[config.mk]
export PLATFORM = sky130hd
export DESIGN_NAME = capture_timer
export DESIGN_NICKNAME = d
export VERILOG_FILES = /design/src/design/capture_timer_pkg.sv /design/src/design/sync_busy_timer.sv /design/src/design/capture_queue.sv /design/src/design/capture_timer.sv
export SDC_FILE = /design/constraint.sdc
export NUM_CORES = 1
export LEC_CHECK = 0
export BUFFER_PORTS_ARGS = -buffer_cell sky130_fd_sc_hd__buf_4
export CORE_ASPECT_RATIO = 0.75
export CORE_MARGIN = 2
export CORE_UTILIZATION = 45
export CTS_BUF_LIST = sky130_fd_sc_hd__clkbuf_4
export DETAILED_ROUTE_END_ITERATION = 6
export GPL_TIMING_DRIVEN = 0
export SYNTH_ARGS = -nofsm -noshare
export SYNTH_HDL_FRONTEND = slang
export SYNTH_SLANG_ARGS = --single-unit
export TNS_END_PERCENT = 30
[constraint.sdc]
create_clock -name pclk -period 6.05 [get_ports pclk]
set_input_delay 0.605 -clock pclk [delete_from_list [all_inputs] [get_ports pclk]]
set_output_delay 0.605 -clock pclk [all_outputs]
set_load 0.01 [all_outputs]
[src/design/capture_timer_pkg.sv]
// Package with register map, field layout, timing counts and types of the capture timer.
// Notes on behaviour
// - Each channel's buffer and channel register form a two-entry queue; a buffered value moves on when the channel is empty or being read.
// - Moving a buffered value into the channel register sets the channel flag and raises its event output, and the interrupt when that flag is unmasked.
// - The capture buffer has no address; software fetches captured values from the channel registers only.
// - While counting up, a counter value of zero is never captured; down counting captures the full range.
// - A capture channel stores the current counter value as a timestamp on each capture event that arrives while its flag is clear.
// - A capture event that arrives while the channel flag is still set is dropped and sets the error flag.
// - Period and pulse-width capture takes two captures per input cycle and restarts the counter on the rising edge.
// - Channel busy (bit 6) sets when the buffer is written and clears on the move or when buffer valid is cleared.
// - Count busy (bit 4) is set while a written counter value is carried over and clears one cycle before it lands.
// - Status busy (bit 3) sets when a one is written to a buffer valid flag and clears when that finishes.
// - Control B busy (bit 2) is set while a write to the second control register is carried over.
// - With the invert bit set, the incoming event is inverted before edges are detected.
// - Action 0x5 captures period in channel 0 and pulse width in channel 1; action 0x6 swaps them.
package capture_timer_pkg;

  localparam int COUNT_WIDTH = 16;
  localparam int CHANNELS = 2;
  localparam int SYNC_CYCLES = 3;
  localparam int SYNC_UNITS = 5;

  localparam logic [11:0] CTRL_A_OFFSET = 12'h000;
  localparam logic [11:0] CTRL_B_OFFSET = 12'h004;
  localparam logic [11:0] EVENT_CTRL_OFFSET = 12'h008;
  localparam logic [11:0] INT_FLAG_OFFSET = 12'h00c;
  localparam logic [11:0] SYNC_BUSY_OFFSET = 12'h010;
  localparam logic [11:0] INT_MASK_OFFSET = 12'h014;
  localparam logic [11:0] STATUS_OFFSET = 12'h018;
  localparam logic [11:0] COUNT_OFFSET = 12'h01c;
  localparam logic [11:0] CHANNEL_OFFSET = 12'h020;

  localparam int SOFTWARE_RESET_BIT_BIT = 0;
  localparam int ENABLE_BIT = 1;
  localparam int DIR_BIT = 0;
  localparam int INVERT_BIT = 4;
  localparam int ERROR_BIT = 1;
  localparam int MATCH_BASE = 4;
  localparam int VALID_BASE = 4;
  localparam int SYNC_SECOND_CONTROL_REG_BIT = 2;
  localparam int SYNC_STATUS_BIT = 3;
  localparam int SYNC_COUNT_BIT = 4;
  localparam int SYNC_CC_BIT = 6;

  localparam logic [31:0] SYNC_BUSY_RESET = 32'h0000_0000;
  localparam logic [31:0] REG_RESET = 32'h0000_0000;

  typedef enum logic [2:0] {
    act_off = 3'b000,
    act_retrigger = 3'b001,
    act_count = 3'b010,
    act_start = 3'b011,
    act_stamp = 3'b100,
    period_pulse_capture = 3'b101,
    pulse_period_capture = 3'b110,
    act_pulse_width = 3'b111
  } event_action_type;

  typedef struct packed {
    logic strobe;
    logic [COUNT_WIDTH-1:0] value;
  } capture_type;

endpackage : capture_timer_pkg

[src/design/sync_busy_timer.sv]
// Busy tracker for one register carried between clock domains.
module sync_busy_timer #(
  parameter int CYCLES = capture_timer_pkg::SYNC_CYCLES
) (
  input wire logic pclk,
  input wire logic presetn,
  input wire logic start,
  input wire logic abort,
  output logic busy,
  output logic done
);

  localparam int CW = $clog2(CYCLES + 1);

  logic [CW-1:0] count;
  logic [CW-1:0] next_count;
  logic next_done;

  always_comb begin
    next_count = count;
    next_done = 1'b0;
    if (abort) begin
      next_count = '0;
    end else if (start) begin
      next_count = CW'(CYCLES);
    end else if (count != '0) begin
      next_count = count - 1'b1;
      next_done = (count == CW'(1));
    end
  end

  always_ff @(posedge pclk or negedge presetn) begin
    if (!presetn) begin
      count <= '0;
      done <= 1'b0;
    end else begin
      count <= next_count;
      done <= next_done;
    end
  end

  assign busy = (count != '0);

endmodule : sync_busy_timer

[src/design/capture_queue.sv]
// Two-entry capture queue of one channel: hidden buffer in front of the channel register.
module capture_queue (
  input wire logic pclk,
  input wire logic presetn,
  input capture_timer_pkg::capture_type capture,
  input wire logic flag_set,
  input wire logic chan_read,
  input wire logic buf_clear,
  output logic [capture_timer_pkg::COUNT_WIDTH-1:0] chan_value,
  output logic buf_valid,
  output logic stored,
  output logic moved,
  output logic overflow
);

  logic [capture_timer_pkg::COUNT_WIDTH-1:0] buffer;
  logic [capture_timer_pkg::COUNT_WIDTH-1:0] next_buffer;
  logic [capture_timer_pkg::COUNT_WIDTH-1:0] next_chan_value;
  logic chan_full;
  logic next_chan_full;
  logic next_buf_valid;
  logic next_moved;
  logic next_overflow;
  logic take;

  always_comb begin
    take = capture.strobe && !flag_set;
    next_buffer = buffer;
    next_buf_valid = buf_valid;
    next_chan_value = chan_value;
    next_chan_full = chan_full;
    next_moved = 1'b0;
    next_overflow = capture.strobe && flag_set;
    if (buf_clear) begin
      next_buf_valid = 1'b0;
    end
    if (chan_read) begin
      next_chan_full = 1'b0;
    end
    if (buf_valid && !buf_clear && (!chan_full || chan_read)) begin
      next_chan_value = buffer;
      next_chan_full = 1'b1;
      next_moved = 1'b1;
      next_buf_valid = 1'b0;
    end
    if (take) begin
      next_buffer = capture.value;
      next_buf_valid = 1'b1;
    end
  end

  assign stored = take;

  always_ff @(posedge pclk or negedge presetn) begin
    if (!presetn) begin
      buffer <= '0;
      buf_valid <= 1'b0;
      chan_value <= '0;
      chan_full <= 1'b0;
      moved <= 1'b0;
      overflow <= 1'b0;
    end else begin
      buffer <= next_buffer;
      buf_valid <= next_buf_valid;
      chan_value <= next_chan_value;
      chan_full <= next_chan_full;
      moved <= next_moved;
      overflow <= next_overflow;
    end
  end

endmodule : capture_queue

[src/design/capture_timer.sv]
// Capture timer top: APB registers, counter, event edge logic, queues and busy tracking.
//
// Decided for this implementation: the APB slave port.
module capture_timer #(
  parameter int CHANNELS = capture_timer_pkg::CHANNELS
) (
  input wire logic pclk,
  input wire logic presetn,
  input wire logic [11:0] paddr,
  input wire logic psel,
  input wire logic penable,
  input wire logic pwrite,
  input wire logic [31:0] pwdata,
  output logic [31:0] prdata,
  output logic pready,
  output logic pslverr,
  input wire logic event_in,
  output logic [CHANNELS-1:0] capture_event_out,
  output logic irq
);

  localparam int W = capture_timer_pkg::COUNT_WIDTH;
  localparam int U = capture_timer_pkg::SYNC_UNITS;

  ////////////////////////////////////////////////////////////////////////////////
  // Bus decode.

  logic access;
  logic wr;
  logic rd;
  logic [31:0] next_prdata;
  logic next_pready;
  logic next_pslverr;
  logic hit;
  logic [CHANNELS-1:0] chan_sel;

  assign access = psel && penable && pready;
  assign wr = access && pwrite;
  assign rd = access && !pwrite;

  ////////////////////////////////////////////////////////////////////////////////
  // State declarations.

  logic enable;
  logic enable_pending;
  logic dir_down;
  logic dir_pending;
  capture_timer_pkg::event_action_type action;
  logic invert;
  logic [31:0] int_mask;
  logic [W-1:0] count_pending;
  logic next_enable;
  logic next_enable_pending;
  logic next_dir_down;
  logic next_dir_pending;
  capture_timer_pkg::event_action_type next_action;
  logic next_invert;
  logic [31:0] next_int_mask;
  logic [W-1:0] next_count_pending;

  logic [W-1:0] counter;
  logic [W-1:0] next_counter;
  logic ev_prev;
  logic next_ev_prev;
  logic ev_now;
  logic rise;
  logic fall;
  logic restart;

  logic error_flag;
  logic next_error_flag;
  logic [CHANNELS-1:0] match_flag;
  logic [CHANNELS-1:0] next_match_flag;
  logic next_irq;
  logic [CHANNELS-1:0] next_event_out;

  logic [U-1:0] sync_start;
  logic [U-1:0] sync_busy;
  logic [U-1:0] sync_done;
  logic [U-1:0] sync_abort;
  logic [CHANNELS-1:0] cc_busy;
  logic [CHANNELS-1:0] next_cc_busy;

  capture_timer_pkg::capture_type cap [CHANNELS];
  logic [W-1:0] chan_value [CHANNELS];
  logic [CHANNELS-1:0] buf_valid;
  logic [CHANNELS-1:0] stored;
  logic [CHANNELS-1:0] moved;
  logic [CHANNELS-1:0] overflow;
  logic [CHANNELS-1:0] chan_read;
  logic [CHANNELS-1:0] buf_clear;
  logic [31:0] sync_word;
  logic [31:0] flag_word;
  logic [31:0] valid_word;
  logic [CHANNELS-1:0] want;
  logic capture_ok;

  ////////////////////////////////////////////////////////////////////////////////
  // Busy tracking. Index 0 software reset, 1 enable, 2 control B, 3 status, 4 count.

  always_comb begin
    sync_start = '0;
    sync_start[0] = wr && paddr == capture_timer_pkg::CTRL_A_OFFSET
      && pwdata[capture_timer_pkg::SOFTWARE_RESET_BIT_BIT];
    sync_start[1] = wr && paddr == capture_timer_pkg::CTRL_A_OFFSET;
    sync_start[2] = wr && paddr == capture_timer_pkg::CTRL_B_OFFSET;
    sync_start[3] = wr && paddr == capture_timer_pkg::STATUS_OFFSET
      && (|buf_clear);
    sync_start[4] = wr && paddr == capture_timer_pkg::COUNT_OFFSET;
    // A software reset cancels every transfer still in flight, so nothing stale lands after it.
    sync_abort = {U{sync_done[0]}};
    sync_abort[0] = 1'b0;
  end

  for (genvar u = 0; u < U; u++) begin : g_sync
    sync_busy_timer #(
      .CYCLES(capture_timer_pkg::SYNC_CYCLES)
    ) u_sync (
      .pclk(pclk),
      .presetn(presetn),
      .start(sync_start[u]),
      .abort(sync_abort[u]),
      .busy(sync_busy[u]),
      .done(sync_done[u])
    );
  end

  always_comb begin
    sync_word = capture_timer_pkg::SYNC_BUSY_RESET;
    sync_word[capture_timer_pkg::SOFTWARE_RESET_BIT_BIT] = sync_busy[0];
    sync_word[capture_timer_pkg::ENABLE_BIT] = sync_busy[1];
    sync_word[capture_timer_pkg::SYNC_SECOND_CONTROL_REG_BIT] = sync_busy[2];
    sync_word[capture_timer_pkg::SYNC_STATUS_BIT] = sync_busy[3];
    sync_word[capture_timer_pkg::SYNC_COUNT_BIT] = sync_busy[4];
    sync_word[capture_timer_pkg::SYNC_CC_BIT] = |cc_busy;
  end

  ////////////////////////////////////////////////////////////////////////////////
  // Capture channels.

  for (genvar c = 0; c < CHANNELS; c++) begin : g_chan
    assign chan_sel[c] = paddr == capture_timer_pkg::CHANNEL_OFFSET + 12'(4 * c);
    assign chan_read[c] = rd && chan_sel[c];
    assign buf_clear[c] = wr && paddr == capture_timer_pkg::STATUS_OFFSET
      && pwdata[capture_timer_pkg::VALID_BASE + c];
    assign cap[c] = '{strobe: want[c] && capture_ok, value: counter};
    assign next_cc_busy[c] = stored[c] || (cc_busy[c] && !moved[c] && !buf_clear[c]);

    capture_queue u_queue (
      .pclk(pclk),
      .presetn(presetn),
      .capture(cap[c]),
      .flag_set(match_flag[c]),
      .chan_read(chan_read[c]),
      .buf_clear(buf_clear[c]),
      .chan_value(chan_value[c]),
      .buf_valid(buf_valid[c]),
      .stored(stored[c]),
      .moved(moved[c]),
      .overflow(overflow[c])
    );
  end

  ////////////////////////////////////////////////////////////////////////////////
  // Event edges and capture selection.

  always_comb begin
    ev_now = event_in ^ invert;
    next_ev_prev = ev_now;
    rise = ev_now && !ev_prev;
    fall = !ev_now && ev_prev;
    want = '0;
    restart = 1'b0;
    // Zero is the value an up counter shows right after a restart, so while counting up it is never a timestamp.
    capture_ok = enable && (dir_down || counter != '0);
    case (action)
      capture_timer_pkg::act_stamp: begin
        want[0] = rise;
      end
      capture_timer_pkg::period_pulse_capture: begin
        want[0] = rise;
        want[CHANNELS-1] = fall;
        restart = rise;
      end
      capture_timer_pkg::pulse_period_capture: begin
        want[CHANNELS-1] = rise;
        want[0] = fall;
        restart = rise;
      end
      capture_timer_pkg::act_pulse_width: begin
        want[0] = fall;
        restart = rise;
      end
      capture_timer_pkg::act_retrigger: begin
        restart = rise;
      end
      default: begin
        restart = 1'b0;
      end
    endcase
  end

  ////////////////////////////////////////////////////////////////////////////////
  // Counter.

  always_comb begin
    next_counter = counter;
    if (sync_done[0]) begin
      next_counter = '0;
    end else if (sync_done[4]) begin
      next_counter = count_pending;
    end else if (enable && restart) begin
      next_counter = dir_down ? '1 : '0;
    end else if (enable && (action != capture_timer_pkg::act_count || rise)) begin
      next_counter = dir_down ? counter - 1'b1 : counter + 1'b1;
    end
  end

  always_ff @(posedge pclk or negedge presetn) begin
    if (!presetn) begin
      counter <= '0;
      ev_prev <= 1'b0;
      cc_busy <= '0;
    end else begin
      counter <= next_counter;
      ev_prev <= next_ev_prev;
      cc_busy <= next_cc_busy;
    end
  end

  ////////////////////////////////////////////////////////////////////////////////
  // Configuration. Enable, direction and count writes take effect once their busy bit drops; event control and mask writes at once.

  always_comb begin
    next_enable_pending = enable_pending;
    next_dir_pending = dir_pending;
    next_count_pending = count_pending;
    next_action = action;
    next_invert = invert;
    next_int_mask = int_mask;
    next_enable = enable;
    next_dir_down = dir_down;
    if (wr && paddr == capture_timer_pkg::CTRL_A_OFFSET) begin
      next_enable_pending = pwdata[capture_timer_pkg::ENABLE_BIT];
    end
    if (wr && paddr == capture_timer_pkg::CTRL_B_OFFSET) begin
      next_dir_pending = pwdata[capture_timer_pkg::DIR_BIT];
    end
    if (wr && paddr == capture_timer_pkg::COUNT_OFFSET) begin
      next_count_pending = pwdata[W-1:0];
    end
    if (wr && paddr == capture_timer_pkg::EVENT_CTRL_OFFSET) begin
      next_action = capture_timer_pkg::event_action_type'(pwdata[2:0]);
      next_invert = pwdata[capture_timer_pkg::INVERT_BIT];
    end
    if (wr && paddr == capture_timer_pkg::INT_MASK_OFFSET) begin
      next_int_mask = pwdata;
    end
    if (sync_done[1]) begin
      next_enable = enable_pending;
    end
    if (sync_done[2]) begin
      next_dir_down = dir_pending;
    end
    if (sync_done[0]) begin
      next_enable = 1'b0;
      next_enable_pending = 1'b0;
      next_dir_down = 1'b0;
      next_dir_pending = 1'b0;
      next_action = capture_timer_pkg::act_off;
      next_invert = 1'b0;
      next_int_mask = capture_timer_pkg::REG_RESET;
    end
  end

  always_ff @(posedge pclk or negedge presetn) begin
    if (!presetn) begin
      enable <= 1'b0;
      enable_pending <= 1'b0;
      dir_down <= 1'b0;
      dir_pending <= 1'b0;
      count_pending <= '0;
      action <= capture_timer_pkg::act_off;
      invert <= 1'b0;
      int_mask <= capture_timer_pkg::REG_RESET;
    end else begin
      enable <= next_enable;
      enable_pending <= next_enable_pending;
      dir_down <= next_dir_down;
      dir_pending <= next_dir_pending;
      count_pending <= next_count_pending;
      action <= next_action;
      invert <= next_invert;
      int_mask <= next_int_mask;
    end
  end

  ////////////////////////////////////////////////////////////////////////////////
  // Flags and interrupt. A hardware set in the same cycle as a clear wins.

  always_comb begin
    next_error_flag = error_flag;
    next_match_flag = match_flag;
    if (wr && paddr == capture_timer_pkg::INT_FLAG_OFFSET) begin
      next_error_flag = error_flag && !pwdata[capture_timer_pkg::ERROR_BIT];
      next_match_flag = match_flag
        & ~pwdata[capture_timer_pkg::MATCH_BASE +: CHANNELS];
    end
    next_error_flag = next_error_flag || (|overflow);
    next_match_flag = next_match_flag | moved;
    flag_word = '0;
    flag_word[capture_timer_pkg::ERROR_BIT] = next_error_flag;
    flag_word[capture_timer_pkg::MATCH_BASE +: CHANNELS] = next_match_flag;
    next_irq = |(flag_word & next_int_mask);
    next_event_out = moved;
  end

  always_ff @(posedge pclk or negedge presetn) begin
    if (!presetn) begin
      error_flag <= 1'b0;
      match_flag <= '0;
      irq <= 1'b0;
      capture_event_out <= '0;
    end else begin
      error_flag <= next_error_flag;
      match_flag <= next_match_flag;
      irq <= next_irq;
      capture_event_out <= next_event_out;
    end
  end

  ////////////////////////////////////////////////////////////////////////////////
  // Read data. The reply is prepared in the setup cycle, so there are no wait states.

  always_comb begin
    next_prdata = '0;
    hit = 1'b1;
    valid_word = '0;
    valid_word[capture_timer_pkg::VALID_BASE +: CHANNELS] = buf_valid;
    case (paddr)
      capture_timer_pkg::CTRL_A_OFFSET: next_prdata[capture_timer_pkg::ENABLE_BIT] = enable;
      capture_timer_pkg::CTRL_B_OFFSET: next_prdata[capture_timer_pkg::DIR_BIT] = dir_down;
      capture_timer_pkg::EVENT_CTRL_OFFSET: begin
        next_prdata[2:0] = action;
        next_prdata[capture_timer_pkg::INVERT_BIT] = invert;
      end
      capture_timer_pkg::INT_FLAG_OFFSET: begin
        next_prdata[capture_timer_pkg::ERROR_BIT] = error_flag;
        next_prdata[capture_timer_pkg::MATCH_BASE +: CHANNELS] = match_flag;
      end
      capture_timer_pkg::SYNC_BUSY_OFFSET: next_prdata = sync_word;
      capture_timer_pkg::INT_MASK_OFFSET: next_prdata = int_mask;
      capture_timer_pkg::STATUS_OFFSET: next_prdata = valid_word;
      capture_timer_pkg::COUNT_OFFSET: next_prdata[W-1:0] = counter;
      default: begin
        // The hidden buffers have no address; anything unmapped errors and reads zero.
        hit = |chan_sel;
        for (int c = 0; c < CHANNELS; c++) begin
          if (chan_sel[c]) begin
            next_prdata[W-1:0] = chan_value[c];
          end
        end
      end
    endcase
    // Write replies carry no data, so a stale register value never shows on the bus.
    if (pwrite) begin
      next_prdata = '0;
    end
    next_pready = psel && !penable;
    next_pslverr = psel && !penable && !hit;
  end

  always_ff @(posedge pclk or negedge presetn) begin
    if (!presetn) begin
      prdata <= '0;
      pready <= 1'b0;
      pslverr <= 1'b0;
    end else begin
      prdata <= next_prdata;
      pready <= next_pready;
      pslverr <= next_pslverr;
    end
  end

endmodule : capture_timer

==> qor.yml <==
ys_warn_count: 0
drive_above_1_share: 0.286
final_max_slew_viol_count: 0
start_util: 0.463
core_sq_um: 20400
wl_um: 24300
endpoint_kind: "flip-flop"
final_hold_viol_count: 0
die_h_um: 129
vias: 6954
die_x_um: 171
yosysMostFrequentCell: "dfrtp_1"
p_switching_mw: 1.16
synth-async-reset-ratio: 1.00
irDropWorstVdd_mv: 0.173
switching_share: 0.339
max-slew-margin-rel: 0.395
crit_path_top_delay_cell: "dfrtp_1"
grt_start_max_net_pins: 121
cp-start-kind: "flip-flop"
synth_edf_count: 0
synth_area_leaders: "dfrtp_1 (53%), mux2_2 (8.9%), nand2_1 (4.5%)"
place_ws_ns: 2.96
grt_pass1_wl_um: 38300
synth-seq-area-share: 0.533
fin_crit_sh: 0.522
final.setup.worst_slack_ns: 2.89
syn-mean-instance-area_sq_um: 11.2
arrival_ns: 3.73
grt_use_total: 0.228
cts_tree: "yes"
cp_data_required_time_ns: 6.62
cpMostUsedCell: "o21ai_0"
dp_hpwl_um: 16900
first_iter_violations: 554
power.share.sequential: 0.459
h-tree-depth: 2
critical_path_buf_inv_count: 0
rsz0062_at_grt: "false"
clkPwrFrac: 0.322
combPwrFrac: 0.219
dieArea_sq_um: 22200
grt-ovfl-total: 0
path_class: "reg -> reg"
cts_inserted_buffers: 51
critical_path.max_fanout: 20
antenna_found_initial: 2
period_minus_slack_ns: 3.16
ys.flop_type: "dfrtp_1"
route.detailed.drc: 0
cpPeakStageDelay_ns: 0.94
clk_pin_slew_worst_paths_ns: 0.06
postSynthCellCount: 846
pwr_density_cell_nw_per_um2: 311
setup_tns_ns: 0
core.rowCount: 45
tightest_slew_ns: 0.908
maxCapViolCount: 0
worstPathCellList: "ha_1, a211oi_1, nor2_1, o21ai_0, o21ai_0, a221oi_1, nand4b_1, o211ai_1"
max_freq_mhz: 317
synth_area_sq_um: 9440
grt_pass1_vias: 6770
ios: 87
cts_root_buf: "clkbuf_4"
hold_class: "in -> reg"
fin_skew_ns: 0.0712
antenna_left: 0
p_leak_nw: 5.40
finalSetupViolCount: 0
intPower_mw: 2.27
postCtsSetupRepairBufs: 0
synth_top_area_share: 0.533
syn2layout_area_growth_pct: 17.2
synth_cell_type_count: 66
place.gp.congestion: 0.854
io_buffers: 84
clockBufferDepth: 3
critPathTopFamily: "compound AO/OA/AOI/OAI gates"
clock_sinks: 201
dr.pass1.iters: 5
yosys-top-cells-count: "dfrtp_1 (201), nand2_1 (114), mux2_2 (75)"
clkLatencyLatePin_ns: 0.71
status: "finished clean"
synth.net_count: 920
detail_route.vias_per_cell: 5.37
postCtsHoldBufs: 1
synth_top_area_cell: "dfrtp_1"
ys_ff_latch: 201
nets: 1059
avgRoutedWirePerCell_um: 18.8
cts_resized: 0
## cells by family after synthesis
kind of cell,after synthesis,share of synthesized area
fa+ha+maj,24,0.0326
flops,201,0.533
mux,110,0.140
buf+inv,67,0.0310
compound gates,175,0.115
simple gates,252,0.133
xor+xnor,17,0.0158
## cell type report
cell class / count / area (sq um)
clock buffer: 73 / 548
buffer: 41 / 195
antenna: 2 / 5.00
multi-input combinational: 578 / 4120
sequential: 201 / 5030
inverter: 26 / 97.6
tap: 282 / 353
timing repair buffer: 86 / 676
clock inverter: 6 / 41.3
fill: 1861 / 9320
## layer usage
metal / up-vias / track usage / wire [um]
li1: 3281 / - / -
met1: 3400 / 0.360 / 12100
met2: 237 / 0.317 / 10100
met3: 36 / 0.0489 / 1770
met4: 0 / 0.0603 / 324
met5: - / 0 / 0
## metrics by stage
stage | power [mW] | std cells | utilization | cell area [sq um] | hold slack, ns
2_1_floorplan | 2.05 | 846 | - | 9440 | 0.309
3_5_place_dp | 2.35 | 1213 | 0.513 | 10500 | 0.415
6_report | 3.44 | 1295 | 0.543 | 11100 | 0.140
3_3_place_gp | 2.33 | 1212 | 0.511 | 10400 | 0.415
5_1_grt | 3.65 | 1294 | 0.543 | 11100 | 0.0996
4_1_cts | 3.46 | 1293 | 0.543 | 11100 | 0.101
## layout by cell type (no fill, tap or decap), types with 4 or more instances in the layout
cell type	n
a21oi_1	64
nor4_1	4
o21ai_1	4
o31ai_1	7
nand3_1	6
nand4_1	4
a31oi_1	4
a22oi_1	5
and2_1	21
ha_1	23
nand2_1	114
a221oi_1	5
xnor2_1	8
buf_6	4
clkbuf_4	73
a21o_1	4
xor2_1	9
mux2_2	75
and3_1	4
a211oi_1	5
nor3_1	10
mux2_4	25
clkbuf_1	30
nand2b_1	6
nor2_1	53
dfrtp_1	201
inv_1	24
o21a_1	4
a222oi_1	12
buf_4	85
o21ai_0	42
mux2i_1	9
nor2b_1	6
## power by group through the flow
stage                     Sequential [mW]  Combinational [mW]  Clock (mW)
after floorplan                      1.53               0.520           0
after global placement               1.60               0.735           0
after detailed placement             1.60               0.750           0
after CTS                            1.57               0.754        1.13
after global routing                 1.59               0.849        1.21
final                                1.58               0.752        1.11
## path summary, 6_finish.rpt
| kind | slack (ns) | cells after the start | start | to |
|---|---|---|---|---|
| min in group asynchronous | 0.46 | 2 | presetn | prdata[11]$_DFF_PN0_ |
| worst min-delay path | 0.14 | 2 | penable | pready$_DFF_PN0_ |
| worst max-delay path | 2.89 | 8 | dir_down$_DFFE_PN0P_ | counter[15]$_DFFE_PN0P_ |
| worst min register to register | 0.42 | 0 | g_chan[0].u_queue.moved$_DFF_PN0_ | capture_event_out[0]$_DFF_PN0_ |
| worst max register to register | 2.89 | 8 | dir_down$_DFFE_PN0P_ | counter[15]$_DFFE_PN0P_ |
| max in group asynchronous | 4.52 | 3 | presetn | count_pending[4]$_DFFE_PN0P_ |
## registers in the layout, indices dropped and copies added (netlist names), 2 cells and up
name and cells:
g_chan.u_queue.buffer 32, g_chan.u_queue.chan_full 2, count_pending 16, match_flag 2
g_chan.u_queue.moved 2, g_sync.u_sync.count 10, g_sync.u_sync.done 4, g_chan.u_queue.chan_value 32
cc_busy 2, action 3, capture_event_out 2, prdata 32
g_chan.u_queue.buf_valid 2, int_mask 32, g_chan.u_queue.overflow 2, counter 16
(Power assumes the default switching activity.)
